--- src/verilog/teg_pkg.sv ---
// constants for the timer event generator and channel mode block
// assumes a 16-bit register port with byte offsets as listed here
package teg_pkg;

  // register byte offsets
  localparam logic [7:0] OFF_STATUS = 8'h10;
  localparam logic [7:0] OFF_EVGEN = 8'h14;
  localparam logic [7:0] OFF_CHMODE = 8'h18;
  localparam logic [7:0] OFF_CCV1 = 8'h34;
  localparam logic [7:0] OFF_CCV_STEP = 8'h04;

  // reset values
  localparam logic [15:0] RST_STATUS = 16'h0000;
  localparam logic [15:0] RST_CHMODE = 16'h0000;
  localparam logic [15:0] RST_CCV = 16'h0000;

  // generation and status bit positions
  localparam int EG_UPD = 0;
  localparam int EG_CH1 = 1;
  localparam int EG_TRIG = 6;
  localparam int EG_W = 7;
  localparam logic [6:0] EG_MASK = 7'h5f;
  localparam int ST_OVR1 = 9;
  localparam logic [15:0] ST_MASK = 16'h1e5f;

  // channel mode field positions, channel two adds CH2_BASE
  localparam int CM_SEL = 0;
  localparam int CM_FAST = 2;
  localparam int CM_PRE = 3;
  localparam int CM_MODE = 4;
  localparam int CM_CLR = 7;
  localparam int CH2_BASE = 8;

  // direction select codes
  localparam logic [1:0] SEL_OUT = 2'b00;
  localparam logic [1:0] SEL_OWN = 2'b01;
  localparam logic [1:0] SEL_OTHER = 2'b10;
  localparam logic [1:0] SEL_TRC = 2'b11;

  // output compare modes
  typedef enum logic [2:0] {
    OCM_FROZEN = 3'b000,
    OCM_SET_HI = 3'b001,
    OCM_SET_LO = 3'b010,
    OCM_TOGGLE = 3'b011,
    OCM_FORCE_LO = 3'b100,
    OCM_FORCE_HI = 3'b101,
    OCM_PWM1 = 3'b110,
    OCM_PWM2 = 3'b111
  } teg_oc_mode_t;

endpackage

--- src/verilog/teg_oc_ref.sv ---
// output reference generator for one compare channel
// assumes match and ordering flags computed by the caller each cycle
`timescale 1ns/1ps
`default_nettype none
module teg_oc_ref
  import teg_pkg::*;
(
  input wire logic i_mclk,
  input wire logic i_rst_n,
  input wire teg_oc_mode_t i_mode,
  input wire logic i_is_output,
  input wire logic i_match,
  input wire logic i_below,
  input wire logic i_above,
  input wire logic i_down,
  input wire logic i_clear_on,
  input wire logic i_ext_clear,
  input wire logic i_pol,
  input wire logic i_npol,
  output logic o_ref,
  output logic o_main,
  output logic o_comp
);

  logic ref_q; // stored reference level

  // reference follows the selected compare mode
  always_ff @(posedge i_mclk) begin
    if (!i_rst_n) begin
      ref_q <= 1'b0;
    end else if (!i_is_output) begin
      ref_q <= 1'b0; // input channel: no compare meaning
    end else begin
      case (i_mode)
        OCM_FROZEN: ref_q <= ref_q;
        OCM_SET_HI: if (i_match) ref_q <= 1'b1;
        OCM_SET_LO: if (i_match) ref_q <= 1'b0;
        OCM_TOGGLE: if (i_match) ref_q <= ~ref_q;
        OCM_FORCE_LO: ref_q <= 1'b0;
        OCM_FORCE_HI: ref_q <= 1'b1;
        OCM_PWM1: ref_q <= i_down ? ~i_above : i_below;
        OCM_PWM2: ref_q <= i_down ? i_above : ~i_below;
        default: ref_q <= 1'b0;
      endcase
    end
  end

  // clear acts without a clock edge so the reference drops at once
  assign o_ref = ref_q & ~(i_clear_on & i_ext_clear);
  // one reference, two outputs, each with its own active level
  assign o_main = o_ref ^ i_pol;
  assign o_comp = ~o_ref ^ i_npol;

endmodule // teg_oc_ref
`default_nettype wire

--- src/verilog/teg_event_gen.sv ---
// timer software event generation, status flags, capture/compare
// values and the mode register for channels one and two
// assumes the counter core supplies count, reload, direction and ticks
`timescale 1ns/1ps
`default_nettype none
module teg_event_gen
  import teg_pkg::*;
#(
  parameter int CW = 16 // counter width
)
(
  input wire logic i_mclk,
  input wire logic i_rst_n,
  input wire logic [7:0] i_addr,
  input wire logic [15:0] i_wdata,
  input wire logic i_wr,
  input wire logic i_rd,
  output logic [15:0] o_rdata,
  input wire logic [CW-1:0] i_count_value,
  input wire logic [CW-1:0] i_auto_reload_value,
  input wire logic i_count_down,
  input wire logic i_count_tick,
  input wire logic i_update_hw,
  input wire logic i_trigger_hw,
  input wire logic [3:0] i_chan_on,
  input wire logic [1:0] i_chan34_input,
  input wire logic i_trigger_source_select_int,
  input wire logic i_pin_input_one,
  input wire logic i_pin_input_two,
  input wire logic i_pin_input_three,
  input wire logic i_pin_input_four,
  input wire logic i_internal_trigger_source,
  input wire logic i_external_trigger_filtered,
  input wire logic i_chan1_polarity,
  input wire logic i_chan1_complement_polarity,
  input wire logic i_chan2_polarity,
  input wire logic i_chan2_complement_polarity,
  input wire logic [6:0] i_int_en,
  input wire logic [6:0] i_dma_en,
  output logic o_update_event,
  output logic o_prescaler_clear,
  output logic o_count_load,
  output logic [CW-1:0] o_count_load_value,
  output logic o_trigger_event,
  output logic [3:0] o_chan_event,
  output logic o_irq,
  output logic [6:0] o_dma_req,
  output logic o_chan1_reference,
  output logic o_chan1_main_out,
  output logic o_chan1_complement_out,
  output logic o_chan2_reference,
  output logic o_chan2_main_out,
  output logic o_chan2_complement_out
);

  ////////////////////////////////////////////////////////////////////
  // decode and state
  ////////////////////////////////////////////////////////////////////

  logic [EG_W-1:0] evt_q; // generation bits, live one cycle
  logic [15:0] sts_q; // status flags
  logic [15:0] mode_q; // channel mode register
  logic [CW-1:0] ccv_act_q [4]; // active compare or captured value
  logic [CW-1:0] ccv_shd_q [4]; // preload copy
  logic [CW-1:0] load_val_q; // counter reload value
  logic [15:0] rdata_q; // read data
  logic [3:0] src_q; // previous capture source level
  logic eg_wr; // write to generation register
  logic st_wr; // write to status register
  logic cm_wr; // write to mode register
  logic [3:0] ccv_wr; // write to a value register
  logic [3:0] ccv_rd; // read of a value register
  logic [3:0] is_in; // channel configured as input
  logic [3:0] pre_on; // preload enabled per channel
  logic [3:0] src; // selected capture source
  logic [3:0] cap_ev; // capture event
  logic [3:0] cmp_ev; // compare event
  logic [3:0] hw_match; // counter equals active compare
  logic upd_ev; // any update event
  logic [1:0] sel1; // channel one select
  logic [1:0] sel2; // channel two select

  assign eg_wr = i_wr && (i_addr == OFF_EVGEN);
  assign st_wr = i_wr && (i_addr == OFF_STATUS);
  assign cm_wr = i_wr && (i_addr == OFF_CHMODE);
  assign sel1 = mode_q[CM_SEL+:2];
  assign sel2 = mode_q[CH2_BASE+CM_SEL+:2];

  // value register decode, one word per channel
  always_comb begin
    for (int n = 0; n < 4; n++) begin
      ccv_wr[n] = i_wr && (i_addr == OFF_CCV1 + 8'(n) * OFF_CCV_STEP);
      ccv_rd[n] = i_rd && (i_addr == OFF_CCV1 + 8'(n) * OFF_CCV_STEP);
    end
  end

  // direction from the select fields, channels three and four from i_chan34_input; other bits change meaning
  assign is_in = {i_chan34_input, sel2 != SEL_OUT, sel1 != SEL_OUT};
  // preload only known for channels one and two here
  assign pre_on = {2'b00, mode_q[CH2_BASE+CM_PRE], mode_q[CM_PRE]};

  ////////////////////////////////////////////////////////////////////
  // input mapping and capture sources
  ////////////////////////////////////////////////////////////////////

  // channel one source; internal trigger only if selected upstream
  always_comb begin
    case (sel1)
      SEL_OWN: src[0] = i_pin_input_one;
      SEL_OTHER: src[0] = i_pin_input_two;
      SEL_TRC: src[0] = i_internal_trigger_source
                        && i_trigger_source_select_int;
      default: src[0] = 1'b0;
    endcase
  end

  // channel two source mirrors channel one
  always_comb begin
    case (sel2)
      SEL_OWN: src[1] = i_pin_input_two;
      SEL_OTHER: src[1] = i_pin_input_one;
      SEL_TRC: src[1] = i_internal_trigger_source
                        && i_trigger_source_select_int;
      default: src[1] = 1'b0;
    endcase
  end

  // channels three and four use their own pins
  assign src[2] = i_pin_input_three && i_chan34_input[0];
  assign src[3] = i_pin_input_four && i_chan34_input[1];

  // previous source level for rising edge capture
  always_ff @(posedge i_mclk) begin
    if (!i_rst_n) begin
      src_q <= 4'h0;
    end else begin
      src_q <= src;
    end
  end

  // events per channel; all bits act together in one cycle
  always_comb begin
    for (int n = 0; n < 4; n++) begin
      hw_match[n] = i_count_tick && (i_count_value == ccv_act_q[n]);
      cap_ev[n] = is_in[n] && (evt_q[EG_CH1+n]
                               || (src[n] && !src_q[n]));
      cmp_ev[n] = !is_in[n] && (evt_q[EG_CH1+n] || hw_match[n]);
    end
  end
  assign upd_ev = evt_q[EG_UPD] || i_update_hw;

  ////////////////////////////////////////////////////////////////////
  // event generation register
  ////////////////////////////////////////////////////////////////////

  // reserved bits are masked, so stray ones do no harm
  // a written one lives exactly one cycle, then hardware clears it
  always_ff @(posedge i_mclk) begin
    if (!i_rst_n) begin
      evt_q <= '0;
    end else if (eg_wr) begin
      evt_q <= i_wdata[EG_W-1:0] & EG_MASK;
    end else begin
      evt_q <= '0;
    end
  end

  // reload value chosen at the write, from direction
  always_ff @(posedge i_mclk) begin
    if (!i_rst_n) begin
      load_val_q <= '0;
    end else if (eg_wr && i_wdata[EG_UPD]) begin
      load_val_q <= i_count_down ? i_auto_reload_value : '0;
    end
  end

  // update clears prescaler and loads counter in the same cycle
  assign o_update_event = evt_q[EG_UPD];
  assign o_prescaler_clear = evt_q[EG_UPD];
  assign o_count_load = evt_q[EG_UPD];
  assign o_count_load_value = load_val_q;
  assign o_trigger_event = evt_q[EG_TRIG];
  assign o_chan_event = evt_q[EG_CH1+:4];

  ////////////////////////////////////////////////////////////////////
  // status flags: software writes zero to clear, set wins
  ////////////////////////////////////////////////////////////////////

  always_ff @(posedge i_mclk) begin
    if (!i_rst_n) begin
      sts_q <= RST_STATUS;
    end else begin
      for (int b = 0; b < 16; b++) begin
        if (st_wr && !i_wdata[b]) begin
          sts_q[b] <= 1'b0;
        end
      end
      for (int n = 0; n < 4; n++) begin
        if (ccv_rd[n] && is_in[n]) begin
          sts_q[EG_CH1+n] <= 1'b0; // reading a capture clears it
        end
        if (cap_ev[n] || cmp_ev[n]) begin
          sts_q[EG_CH1+n] <= 1'b1;
        end
        if (cap_ev[n] && sts_q[EG_CH1+n]) begin
          sts_q[ST_OVR1+n] <= 1'b1;
        end
      end
      if (upd_ev) begin
        sts_q[EG_UPD] <= 1'b1;
      end
      if (evt_q[EG_TRIG] || i_trigger_hw) begin
        sts_q[EG_TRIG] <= 1'b1;
      end
    end
  end

  // interrupt from enabled flags, dma as a pulse per event
  assign o_irq = |(sts_q[6:0] & i_int_en & EG_MASK);
  assign o_dma_req = {evt_q[EG_TRIG] | i_trigger_hw, 1'b0,
                      cap_ev | cmp_ev, upd_ev} & i_dma_en;

  ////////////////////////////////////////////////////////////////////
  // channel mode register
  ////////////////////////////////////////////////////////////////////

  // select fields are locked while their channel is on
  always_ff @(posedge i_mclk) begin
    if (!i_rst_n) begin
      mode_q <= RST_CHMODE;
    end else if (cm_wr) begin
      mode_q[7:2] <= i_wdata[7:2];
      mode_q[15:10] <= i_wdata[15:10];
      if (!i_chan_on[0]) begin
        mode_q[CM_SEL+:2] <= i_wdata[CM_SEL+:2];
      end
      if (!i_chan_on[1]) begin
        mode_q[CH2_BASE+CM_SEL+:2] <= i_wdata[CH2_BASE+CM_SEL+:2];
      end
    end
  end

  ////////////////////////////////////////////////////////////////////
  // capture/compare values
  ////////////////////////////////////////////////////////////////////

  // capture wins over software writes; preload goes through shadow
  always_ff @(posedge i_mclk) begin
    if (!i_rst_n) begin
      for (int n = 0; n < 4; n++) begin
        ccv_act_q[n] <= RST_CCV[CW-1:0];
        ccv_shd_q[n] <= RST_CCV[CW-1:0];
      end
    end else begin
      for (int n = 0; n < 4; n++) begin
        if (cap_ev[n]) begin
          ccv_act_q[n] <= i_count_value;
        end else if (ccv_wr[n] && !is_in[n]) begin
          ccv_shd_q[n] <= i_wdata[CW-1:0];
          if (!pre_on[n]) begin
            ccv_act_q[n] <= i_wdata[CW-1:0];
          end
        end else if (upd_ev && pre_on[n] && !is_in[n]) begin
          ccv_act_q[n] <= ccv_shd_q[n];
        end
      end
    end
  end

  ////////////////////////////////////////////////////////////////////
  // register read port, data one cycle after the strobe
  ////////////////////////////////////////////////////////////////////

  always_ff @(posedge i_mclk) begin
    if (!i_rst_n) begin
      rdata_q <= 16'h0000;
    end else if (i_rd) begin
      rdata_q <= 16'h0000; // generation and unmapped read zero
      if (i_addr == OFF_STATUS) begin
        rdata_q <= sts_q & ST_MASK;
      end
      if (i_addr == OFF_CHMODE) begin
        rdata_q <= mode_q;
      end
      for (int n = 0; n < 4; n++) begin
        if (ccv_rd[n]) begin
          rdata_q <= 16'(pre_on[n] ? ccv_shd_q[n] : ccv_act_q[n]);
        end
      end
      if (i_addr == OFF_EVGEN) begin
        rdata_q <= 16'h0000;
      end
    end
  end
  assign o_rdata = rdata_q;

  ////////////////////////////////////////////////////////////////////
  // output reference for channels one and two
  ////////////////////////////////////////////////////////////////////

  teg_oc_ref u_ref1 (
    .i_mclk(i_mclk),
    .i_rst_n(i_rst_n),
    .i_mode(teg_oc_mode_t'(mode_q[CM_MODE+:3])),
    .i_is_output(!is_in[0]),
    .i_match(hw_match[0]),
    .i_below(i_count_value < ccv_act_q[0]),
    .i_above(i_count_value > ccv_act_q[0]),
    .i_down(i_count_down),
    .i_clear_on(mode_q[CM_CLR]),
    .i_ext_clear(i_external_trigger_filtered),
    .i_pol(i_chan1_polarity),
    .i_npol(i_chan1_complement_polarity),
    .o_ref(o_chan1_reference),
    .o_main(o_chan1_main_out),
    .o_comp(o_chan1_complement_out)
  );

  teg_oc_ref u_ref2 (
    .i_mclk(i_mclk),
    .i_rst_n(i_rst_n),
    .i_mode(teg_oc_mode_t'(mode_q[CH2_BASE+CM_MODE+:3])),
    .i_is_output(!is_in[1]),
    .i_match(hw_match[1]),
    .i_below(i_count_value < ccv_act_q[1]),
    .i_above(i_count_value > ccv_act_q[1]),
    .i_down(i_count_down),
    .i_clear_on(mode_q[CH2_BASE+CM_CLR]),
    .i_ext_clear(i_external_trigger_filtered),
    .i_pol(i_chan2_polarity),
    .i_npol(i_chan2_complement_polarity),
    .o_ref(o_chan2_reference),
    .o_main(o_chan2_main_out),
    .o_comp(o_chan2_complement_out)
  );
endmodule // teg_event_gen
`default_nettype wire

--- config.mk ---
export PLATFORM = sky130hd
export DESIGN_NAME = teg_event_gen
export DESIGN_NICKNAME = d
export VERILOG_FILES = /design/src/verilog/teg_pkg.sv /design/src/verilog/teg_oc_ref.sv /design/src/verilog/teg_event_gen.sv
export SDC_FILE = /design/constraint.sdc
export NUM_CORES = 1
export LEC_CHECK = 0
export BUFFER_PORTS_ARGS = -buffer_cell sky130_fd_sc_hd__buf_2
export CAP_MARGIN = 20
export CORE_AREA = 2 2 169 171
export DETAILED_ROUTE_END_ITERATION = 6
export DIE_AREA = 0 0 171 173
export SETUP_SLACK_MARGIN = 0.2
export SYNTH_ARGS = -nofsm -noshare
export SYNTH_HDL_FRONTEND = slang
export SYNTH_HIERARCHICAL = 1
export SYNTH_SLANG_ARGS = --single-unit
--- constraint.sdc ---
create_clock -name i_mclk -period 3.2 [get_ports i_mclk]
set_input_delay 0 -clock i_mclk [delete_from_list [all_inputs] [get_ports i_mclk]]
set_output_delay 0 -clock i_mclk [all_outputs]
set_load 0.02 [all_outputs]
==> qor.csv, run 1 <==
stage;metric;value;unit
cts;insertion_delay;0.45;ns
finish;n_fill_cell;2706;
yosys;yosys.area.top_type_share;30.07;%
critical_path;cp-endpoint;o_dma_req[2];
power_and_ir_drop;max-vdd-ir-drop;0.2500;mV
cts;clkSlewWorstSetupHoldPaths;0.08;ns
critical_path;startpoint_type;flop;
cts;clockBufferDepth;2;
yosys;syn_area_per_cell;9.437;sq um
global_route;grt_pass1_vias;8413;
timing;fin_crit_sh;82.22;%
job;max_cap_violations;0;
cts;cts_hold_buf;57;
critical_path;arrival;2.63;ns
timing;max_slew.worst_pin.slew;0.8751;ns
die;dieArea;29580;sq um
min_path;hp-class;in2reg;
route;totalWireLength;34780;um
critical_path;r2r_slack;0.81;ns
yosys;synthTopCellsByArea;edfxtp_1 (30%), dfxtp_1 (15%), a21oi_1 (5.1%), ha_1 (4.2%), nand2_1 (3.6%);
yosys;syn_nets;1143;
yosys;yosysSeqAreaShare;44.68;%
cts;htreeDepth;4;
timing;fmax;0.3801;GHz
yosys;yosys.area.top_type;edfxtp_1;
route;firstDrtPassIters;5;
power_and_ir_drop;p_per_area;430.1;nW/um^2
timing;fin_crit;2.631;ns
yosys;synthesis.instances;1016;
timing;finalSetupViolations;0;
yosys;synth-seq-cells;166;
yosys;synth_edf_count;96;
critical_path;crit_path_start;ccv_act_q[1][5];
timing;fin_setup_tns;0;ns
placed_design;hpwl;25040;um
cts;root_buffer;clkbuf_16;
global_route;grt_usage;23.51;%
yosys;syn_area;9588;sq um
cts;cts_sinks;166;
route;drt_iter0_drc;785;
yosys;async_flop_share;0;%
timing;rsz0062_at_grt;false;
die;initial_utilization;34.70;%
yosys;yosysWarnings;6;
route;drc;0;
cts;numCtsBuffers;17;
yosys;synth_ff_type;edfxtp_1;
critical_path;cp-end-kind;primary output;
die;num_rows;61;
critical_path;worst-path-max-fanout;3;
route;wire_per_inst;22.09;um
power_and_ir_drop;p_leak;4.583;nW
timing;drv_slew;0;
finish;area_growth;23.63;%
global_route;grt_first_pass_wirelength;51830;um
timing;skew;0.01368;ns
die;pin_count;149;
global_route;grt_max_degree;33;
critical_path;reg2reg_from;mode_q[9];
yosys;ys_types;74;
finish;drive_gt1_share;19.82;%
placed_design;port_buffers;143;
die;die_y;173;um
critical_path;crit_type;reg2out;
route;postRouteAntennaNets;0;
timing;slew_headroom;41.45;%
critical_path;rr_worst_depth;5;
placed_design;place_congestion;0.9259;
finish;final_nets;1310;
finish;final_core_util;42.90;%
cts;cts_resized;0;
route;avgViaCountPerCell;5.570;
global_route;overflow;0;
status;status;finished clean;
critical_path;cp.required;3.20;ns
yosys;synth.top_cells.by_count;a21oi_1 (97), edfxtp_1 (96), nand2_1 (93);
route;route.vias.total;8773;
yosys;synth.most_common_cell;a21oi_1;
die;core;27630;sq um
global_route;antenna_found_initial;0;
timing;finalHoldViolCount;0;
cts;post_cts_buffers;0;
critical_path;timing.rr.end;ccv_act_q[1][8];
cts;cts_tree;built;
die;die_x;171;um
-- final cells by class --
class	count	area, sq um	share of cell area [%]
multi-input cells	719	4753	40.10
flip-flops and latches	166	4284	36.14
diodes	1	2.502	0.02111
clock buffers	19	475.5	4.011
inverters	45	168.9	1.425
clock inverters	13	151.4	1.277
repair buffers	234	1545	13.04
well taps	378	473.0	3.990
-- cell usage in the layout (no fill, tap or decap), types with 15 or more instances in the layout --
cell           Yosys  routed
nand2_1           93      93
xor2_1            15      15
nor2_1            56      56
and2_1            42      42
ha_1              32      32
a22oi_1           42      42
a21oi_1           97      97
clkbuf_16          0      19
buf_4              5      33
dfxtp_1           70      70
a22o_1            33      33
mux2i_1           24      24
inv_1             44      44
buf_2              9     143
o21ai_0           56      55
edfxtp_1          96      96
dlygate4sd3_1      0      57
nand3_1           24      24
xnor2_1           21      21
-- flip-flops by register name, indices dropped and copies added, names as in the netlist --
name,cells
mode_q,16
u_ref1/ref_q,1
evt_q,6
o_rdata,16
src_q,4
ccv_shd_q,32
u_ref2/ref_q,1
o_count_load_value,16
sts_q,10
ccv_act_q,64
-- worst max-delay path, cell delays in order, from the launching register on --
cell and delay (ns):
edfxtp_1 0.35, inv_1 0.05, ha_1 0.30, nand4_1 0.14, or4_1 0.66, o21ai_0 0.36
and2_1 0.17, buf_2 0.16
-- how the worst min path moves through the flow --
| stage | to | cells after the start | startpoint |
|---|---|---|---|
| after floorplan | o_chan1_reference | 1 | i_external_trigger_filtered |
| after global placement | o_count_load_value[13] | 2 | i_auto_reload_value[13] |
| after detailed placement | o_count_load_value[13] | 2 | i_auto_reload_value[13] |
| after CTS | ccv_act_q[2][0] | 2 | i_count_value[0] |
| after global routing | ccv_act_q[2][0] | 2 | i_count_value[0] |
| final | sts_q[1] | 3 | i_count_tick |
-- logic make-up after synthesis --
| group | after synthesis | share of synthesized area (%) |
|---|---|---|
| flip-flops | 166 | 44.68 |
| adder cells (fa/ha/maj) | 32 | 4.176 |
| other | 1 | 0.03911 |
| AO/OA/AOI/OAI | 312 | 21.62 |
| XOR/XNOR | 36 | 3.289 |
| buffers and inverters | 131 | 5.977 |
| multiplexers | 27 | 2.858 |
| AND/OR/NAND/NOR | 311 | 17.36 |
-- per-stage QoR --
stage	instance area [sq um]	hold slack [ns]	power [W]	setup WS, ns	cells
floorplan	9588	0.09244	0.002657	0.6244	1016
global placement	10640	0.2115	0.002885	0.5449	1484
detailed placement	10650	0.2198	0.002891	0.4964	1485
CTS	11850	0.01697	0.005108	0.5715	1574
global route	11850	0.02285	0.005242	0.4207	1574
finish	11850	0.03344	0.005098	0.5690	1575
-- routing by layer --
layer  wire [um]  share of wire [%]  up-vias  GRT usage [%]
met2       16010                 46      391          36.96
met5           0                  0        -              0
met1       15270                 44     4252          32.83
met3        2666                7.7       55          4.120
li1            -                  -     4075              -
met4         833                2.4        0          7.309
-- where the power goes --
group | internal [W] | switching (W)
Combinational | 0.000203 | 0.000348
Clock | 0.00120 | 0.00100
Sequential | 0.00231 | 0.0000344
Note: power is estimated with default switching activity, not from simulation.
==> run 2: changes to the inputs <==
==> constraint.sdc (replaced) <==
create_clock -name i_mclk -period 2.2 [get_ports i_mclk]
set_input_delay 0 -clock i_mclk [delete_from_list [all_inputs] [get_ports i_mclk]]
set_output_delay 0 -clock i_mclk [all_outputs]
set_load 0.02 [all_outputs]
==> qor.csv, run 2 (same netlist as run 1, synthesis figures left out) <==
stage;metric;value;unit;change
power_and_ir_drop;max-vdd-ir-drop;0.4705;mV;was 0.2500 mV
cts;clockBufferDepth;2;;unchanged
global_route;antenna_found_initial;0;;unchanged
timing;max_slew.worst_pin.slew;0.6951;ns;was 0.8751 ns
timing;fin_crit;2.303;ns;
timing;drv_slew;0;;unchanged
finish;top_register;ccv_act_q;;unchanged
route;drc;0;;unchanged
cts;numCtsBuffers;17;;unchanged
status;violations;setup timing;;
power_and_ir_drop;p_leak;4.858;nW;was 4.583 nW
global_route;grt_pass1_vias;8851;;was 8413
placed_design;place_inst;1517;;was 1485
global_route;grt_first_pass_wirelength;53390;um;was 51830 um
cts;insertion_delay;0.44;ns;was 0.45 ns
placed_design;port_buffers;143;;unchanged
finish;drive_gt1_share;25.99;%;was 19.82%
critical_path;startpoint_type;flop;;unchanged
timing;slew_headroom;53.66;%;was 41.45%
route;route.vias.total;8956;;was 8773
cts;clkSlewWorstSetupHoldPaths;0.06;ns;was 0.08 ns
critical_path;cp.required;2.20;ns;was 3.20 ns
cts;root_buffer;clkbuf_16;;unchanged
die;die_y;173;um;unchanged
route;postRouteAntennaNets;0;;unchanged
die;pin_count;149;;unchanged
global_route;overflow;0;;unchanged
cts;cts_tree;built;;unchanged
job;max_cap_violations;0;;unchanged
die;die_x;171;um;unchanged
finish;layout_commonest_cell;buf_2;;unchanged
min_path;hp-start;i_count_down;;was i_count_tick
critical_path;crit_type;reg2out;;unchanged
die;dieArea;29580;sq um;unchanged
finish;final_nets;1349;;was 1310
timing;finalSetupViolations;1;;was 0
global_route;grt_max_degree;33;;unchanged
route;avgViaCountPerCell;5.552;;was 5.570
global_route;grt_usage;24.09;%;was 23.51%
die;initial_utilization;34.70;%;unchanged
route;wire_per_inst;22.06;um;was 22.09 um
route;totalWireLength;35590;um;was 34780 um
finish;largest_reg_flops;64;;unchanged
placed_design;hpwl;25720;um;was 25040 um
finish;area_growth;31.01;%;was 23.63%
timing;rsz0062_at_grt;true;;was false
critical_path;reg2reg_from;ccv_act_q[1][4];;was mode_q[9]
timing;fmax;0.4343;GHz;
route;firstDrtPassIters;5;;unchanged
route;drt_iter0_drc;890;;was 785
finish;n_antenna_cell;0;;was 1
critical_path;worst-path-max-fanout;3;;unchanged
cts;htreeDepth;4;;unchanged
critical_path;cp-end-kind;primary output;;unchanged
critical_path;path_cells;inv_1 -> ha_1 -> and4_1 -> nand3_1 -> or4_4 -> o21ai_4 -> and2_4 -> buf_6;;was inv_1 -> ha_1 -> nand4_1 -> or4_1 -> o21ai_0 -> and2_1 -> buf_2
finish;finalNonFillerCells;1613;;was 1575
finish;top_regs;ccv_act_q x64, ccv_shd_q x32;;unchanged
die;num_rows;61;;unchanged
timing;fin_crit_sh;104.7;%;
timing;final.setup.worst_slack;-0.1027;ns;was 0.5690 ns
critical_path;crit_path_start;ccv_act_q[1][15];;was ccv_act_q[1][5]
placed_design;place_congestion;0.9922;;was 0.9259
critical_path;critical_path.slowest_cell;or4_4;;was or4_1
timing;skew;0.009084;ns;was 0.01368 ns
power_and_ir_drop;p_per_area;618.1;nW/um^2;was 430.1 nW/um^2
critical_path;max_stage_delay;0.47;ns;was 0.66 ns
finish;n_fill_cell;2758;;was 2706
timing;holdWs;0.01669;ns;was 0.03344 ns
status;status;finished with violations;;was finished clean
finish;final_cell_mix;buf_2 (140), a21oi_1 (96), edfxtp_1 (96), nand2_1 (92), buf_4 (70);;was buf_2 (143), a21oi_1 (97), edfxtp_1 (96), nand2_1 (93), dfxtp_1 (70)
timing;finalHoldViolCount;0;;unchanged
min_path;hp-class;in2reg;;unchanged
cts;cts_sinks;166;;unchanged
die;core;27630;sq um;unchanged
critical_path;arrival;2.30;ns;was 2.63 ns
==> run 2: stage by stage <==
stage	setup TNS [ns]	area, sq um	utilization (%)	setup slack [ns]	total power, W
global route	-0.3410	12560	45.46	-0.2240	0.007980
CTS	-0.1039	12390	44.86	-0.1039	0.007729
finish	-0.1027	12560	45.46	-0.1027	0.007764
floorplan	-2.136	9635	-	-0.1335	0.003870
global placement	0	10950	39.65	0.05444	0.004227
detailed placement	0	10950	39.65	0.03721	0.004237
==> run 2: worst max-delay path, delay by kind of cell (launching register included) <==
kind / cells / cell delay [ns]
simple gates: 4 / 0.90
flops: 1 / 0.35
compound gates: 1 / 0.18
fa+ha+maj: 1 / 0.28
buf+inv: 2 / 0.15
==> run 2: layer usage <==
metal	up-vias	share of wire (%)	global-route usage (%)
met3	52	8.6	5.241
met5	-	0	0
met2	390	47	38.14
li1	4152	-	-
met1	4362	42	32.67
met4	0	2.6	7.698
==> run 2: where the power goes <==
group | switching [W] | internal (W) | total [W]
registers | 0.0000532 | 0.00336 | 0.00341
clock network | 0.00132 | 0.00213 | 0.00345
logic | 0.000546 | 0.000357 | 0.000903
total | 0.00192 | 0.00585 | 0.00776
==> run 2: final cells by class <==
cell class	count	area, sq um	area share (%)
multi-input combinational	719	5077	40.42
sequential	166	4288	34.14
timing repair buffer	273	1893	15.07
tap	378	473.0	3.765
clock buffer	19	432.9	3.447
clock inverter	13	227.7	1.813
inverter	45	168.9	1.345
==> run 2: timing repair <==
action | in CTS | in global routing
resized for setup | 38 | 24
hold buffers | 55 | 0
pin swaps | 16 | 14
setup endpoints to repair | 12 | 62
hold endpoints to repair | 44 | 0
setup buffers | 4 | 4
==> run 2: path summary, 6_finish.rpt <==
kind              slack (ns)                     to  cells past startpoint
setup / recovery       -0.10           o_dma_req[2]                      8
hold / removal          0.02  o_count_load_value[3]                      3
setup reg to reg        0.08           u_ref2/ref_q                      9
hold reg to reg         0.46  o_count_load_value[5]                      2
==> run 3: changes to the inputs <==
--- a/config.mk
+++ b/config.mk
@@ -10,7 +10,6 @@
 export CORE_AREA = 2 2 169 171
 export DETAILED_ROUTE_END_ITERATION = 6
 export DIE_AREA = 0 0 171 173
-export SETUP_SLACK_MARGIN = 0.2
 export SYNTH_ARGS = -nofsm -noshare
 export SYNTH_HDL_FRONTEND = slang
 export SYNTH_HIERARCHICAL = 1
==> qor.csv, run 3 (same netlist as run 1, synthesis figures left out) <==
stage;metric;value;unit;change
route;avgViaCountPerCell;5.583;;was 5.552
min_path;hp-class;in2reg;;unchanged
critical_path;cp-end-kind;primary output;;unchanged
timing;slew_headroom;37.51;%;was 53.66%
cts;insertion_delay;0.44;ns;about the same
timing;finalSetupViolations;1;;unchanged
timing;final.setup.worst_slack;-0.1151;ns;was -0.1027 ns
status;status;finished with violations;;unchanged
power_and_ir_drop;totalPowerFinal;0.007305;W;was 0.007764 W
timing;fin_crit_sh;105.2;%;was 104.7%
route;wire_per_inst;22.60;um;was 22.06 um
finish;finalNonFillerCells;1617;;was 1613
critical_path;cp.required;2.20;ns;about the same
timing;max_slew.worst_pin.slew;0.9374;ns;was 0.6951 ns
placed_design;place_inst;1524;;was 1517
finish;final_nets;1352;;was 1349
timing;fin_crit;2.315;ns;was 2.303 ns
die;num_rows;61;;unchanged
critical_path;arrival;2.32;ns;was 2.30 ns
critical_path;critical_path.slowest_cell;or4_4;;unchanged
timing;skew;0.01342;ns;was 0.009084 ns
route;postRouteAntennaNets;0;;unchanged
cts;clockBufferDepth;2;;unchanged
cts;root_buffer;clkbuf_16;;unchanged
finish;final_core_util;44.75;%;was 45.46%
status;violations;setup timing;;unchanged
global_route;grt_max_degree;33;;unchanged
timing;finalHoldViolCount;0;;unchanged
critical_path;crit_type;reg2out;;unchanged
power_and_ir_drop;p_per_area;590.8;nW/um^2;was 618.1 nW/um^2
finish;largest_reg_flops;64;;unchanged
placed_design;place_congestion;0.9659;;was 0.9922
die;die_x;171;um;unchanged
critical_path;startpoint_type;flop;;unchanged
power_and_ir_drop;max-vdd-ir-drop;0.4105;mV;was 0.4705 mV
finish;area_growth;28.96;%;was 31.01%
timing;drv_slew;0;;unchanged
timing;fmax;0.4319;GHz;was 0.4343 GHz
cts;cts_tree;built;;unchanged
critical_path;path_cells;inv_2 -> ha_4 -> and4_1 -> nand3_1 -> or4_4 -> o21ai_4 -> and2_4 -> buf_6;;was inv_1 -> ha_1 -> and4_1 -> nand3_1 -> or4_4 -> o21ai_4 -> and2_4 -> buf_6
global_route;grt_first_pass_wirelength;54390;um;was 53390 um
finish;drive_gt1_share;24.31;%;was 25.99%
timing;fin_setup_tns;-0.1151;ns;was -0.1027 ns
finish;top_regs;ccv_act_q x64, ccv_shd_q x32;;unchanged
cts;clkSlewWorstSetupHoldPaths;0.07;ns;was 0.06 ns
die;core;27630;sq um;unchanged
finish;final_cell_mix;buf_2 (141), a21oi_1 (97), edfxtp_1 (96), nand2_1 (91), dfxtp_1 (70);;was buf_2 (140), a21oi_1 (96), edfxtp_1 (96), nand2_1 (92), buf_4 (70)
global_route;grt_pass1_vias;8705;;was 8851
timing;holdWs;0.03276;ns;was 0.01669 ns
cts;cts_sinks;166;;unchanged
die;pin_count;149;;unchanged
die;die_y;173;um;unchanged
global_route;grt_usage;24.71;%;was 24.09%
die;initial_utilization;34.70;%;unchanged
route;totalWireLength;36540;um;was 35590 um
placed_design;port_buffers;143;;unchanged
route;drc;0;;unchanged
finish;layout_commonest_cell;buf_2;;unchanged
finish;top_register;ccv_act_q;;unchanged
route;firstDrtPassIters;5;;unchanged
placed_design;hpwl;26260;um;was 25720 um
route;route.vias.total;9027;;was 8956
critical_path;max_stage_delay;0.53;ns;was 0.47 ns
job;max_cap_violations;0;;unchanged
cts;numCtsBuffers;17;;unchanged
global_route;antenna_found_initial;1;;was 0
cts;htreeDepth;4;;unchanged
die;dieArea;29580;sq um;unchanged
route;drt_iter0_drc;999;;was 890
power_and_ir_drop;p_leak;4.810;nW;was 4.858 nW
timing;rsz0062_at_grt;true;;unchanged
critical_path;worst-path-max-fanout;2;;was 3
global_route;overflow;0;;unchanged
[run 3: path summary, 6_finish.rpt]
check	start	to	slack, ns	cells past startpoint
worst max-delay path	ccv_act_q[1][6]	o_dma_req[2]	-0.12	8
worst min-delay path	i_count_tick	sts_q[1]	0.03	3
worst max register to register	ccv_act_q[1][6]	u_ref2/ref_q	0.01	10
worst min register to register	o_count_load_value[15]	o_count_load_value[15]	0.45	2
[run 3: final cells by class]
class	count	area [sq um]
Fill cell	2700	15260
Multi-Input combinational cell	719	4910
Sequential cell	166	4284
Timing Repair Buffer	276	1948
Clock buffer	25	509.2
Tap cell	378	473.0
Inverter	45	168.9
Clock inverter	7	68.82
Antenna cell	1	2.502
[run 3: layer usage]
layer	vias to the layer above	global-route usage, %	wire [um]
li1	4154	-	-
met1	4395	34.87	15580
met2	429	38.36	16950
met3	49	4.829	3304
met4	0	7.027	699
met5	-	0	0
[run 3: critical path, delay by kind of cell, from the launching register on]
family	cells	cell delay [ns]
flops	1	0.37
simple gates	4	0.93
buf+inv	2	0.16
fa+ha+maj	1	0.27
compound gates	1	0.15
[run 3: power by group]
part           total [W]  internal, W  switching (W)
Clock            0.00300      0.00173        0.00127
Combinational   0.000889     0.000348       0.000541
Sequential       0.00341      0.00336      0.0000534
[run 3: what timing repair did]
item,4_1_cts,5_1_grt
resized for setup,18,18
pin swaps,8,6
buffers inserted,2,0
cloned,0,0
hold endpoints to repair,42,0
hold buffers,57,0
endpoints found under the setup margin,3,22
[run 3: through the flow]
step | area (sq um) | setup slack, ns
2_1_floorplan | 9604 | -0.1335
3_3_place_gp | 11020 | 0.05121
3_5_place_dp | 11020 | 0.04123
4_1_cts | 12260 | -0.1421
5_1_grt | 12360 | -0.1937
6_report | 12360 | -0.1151
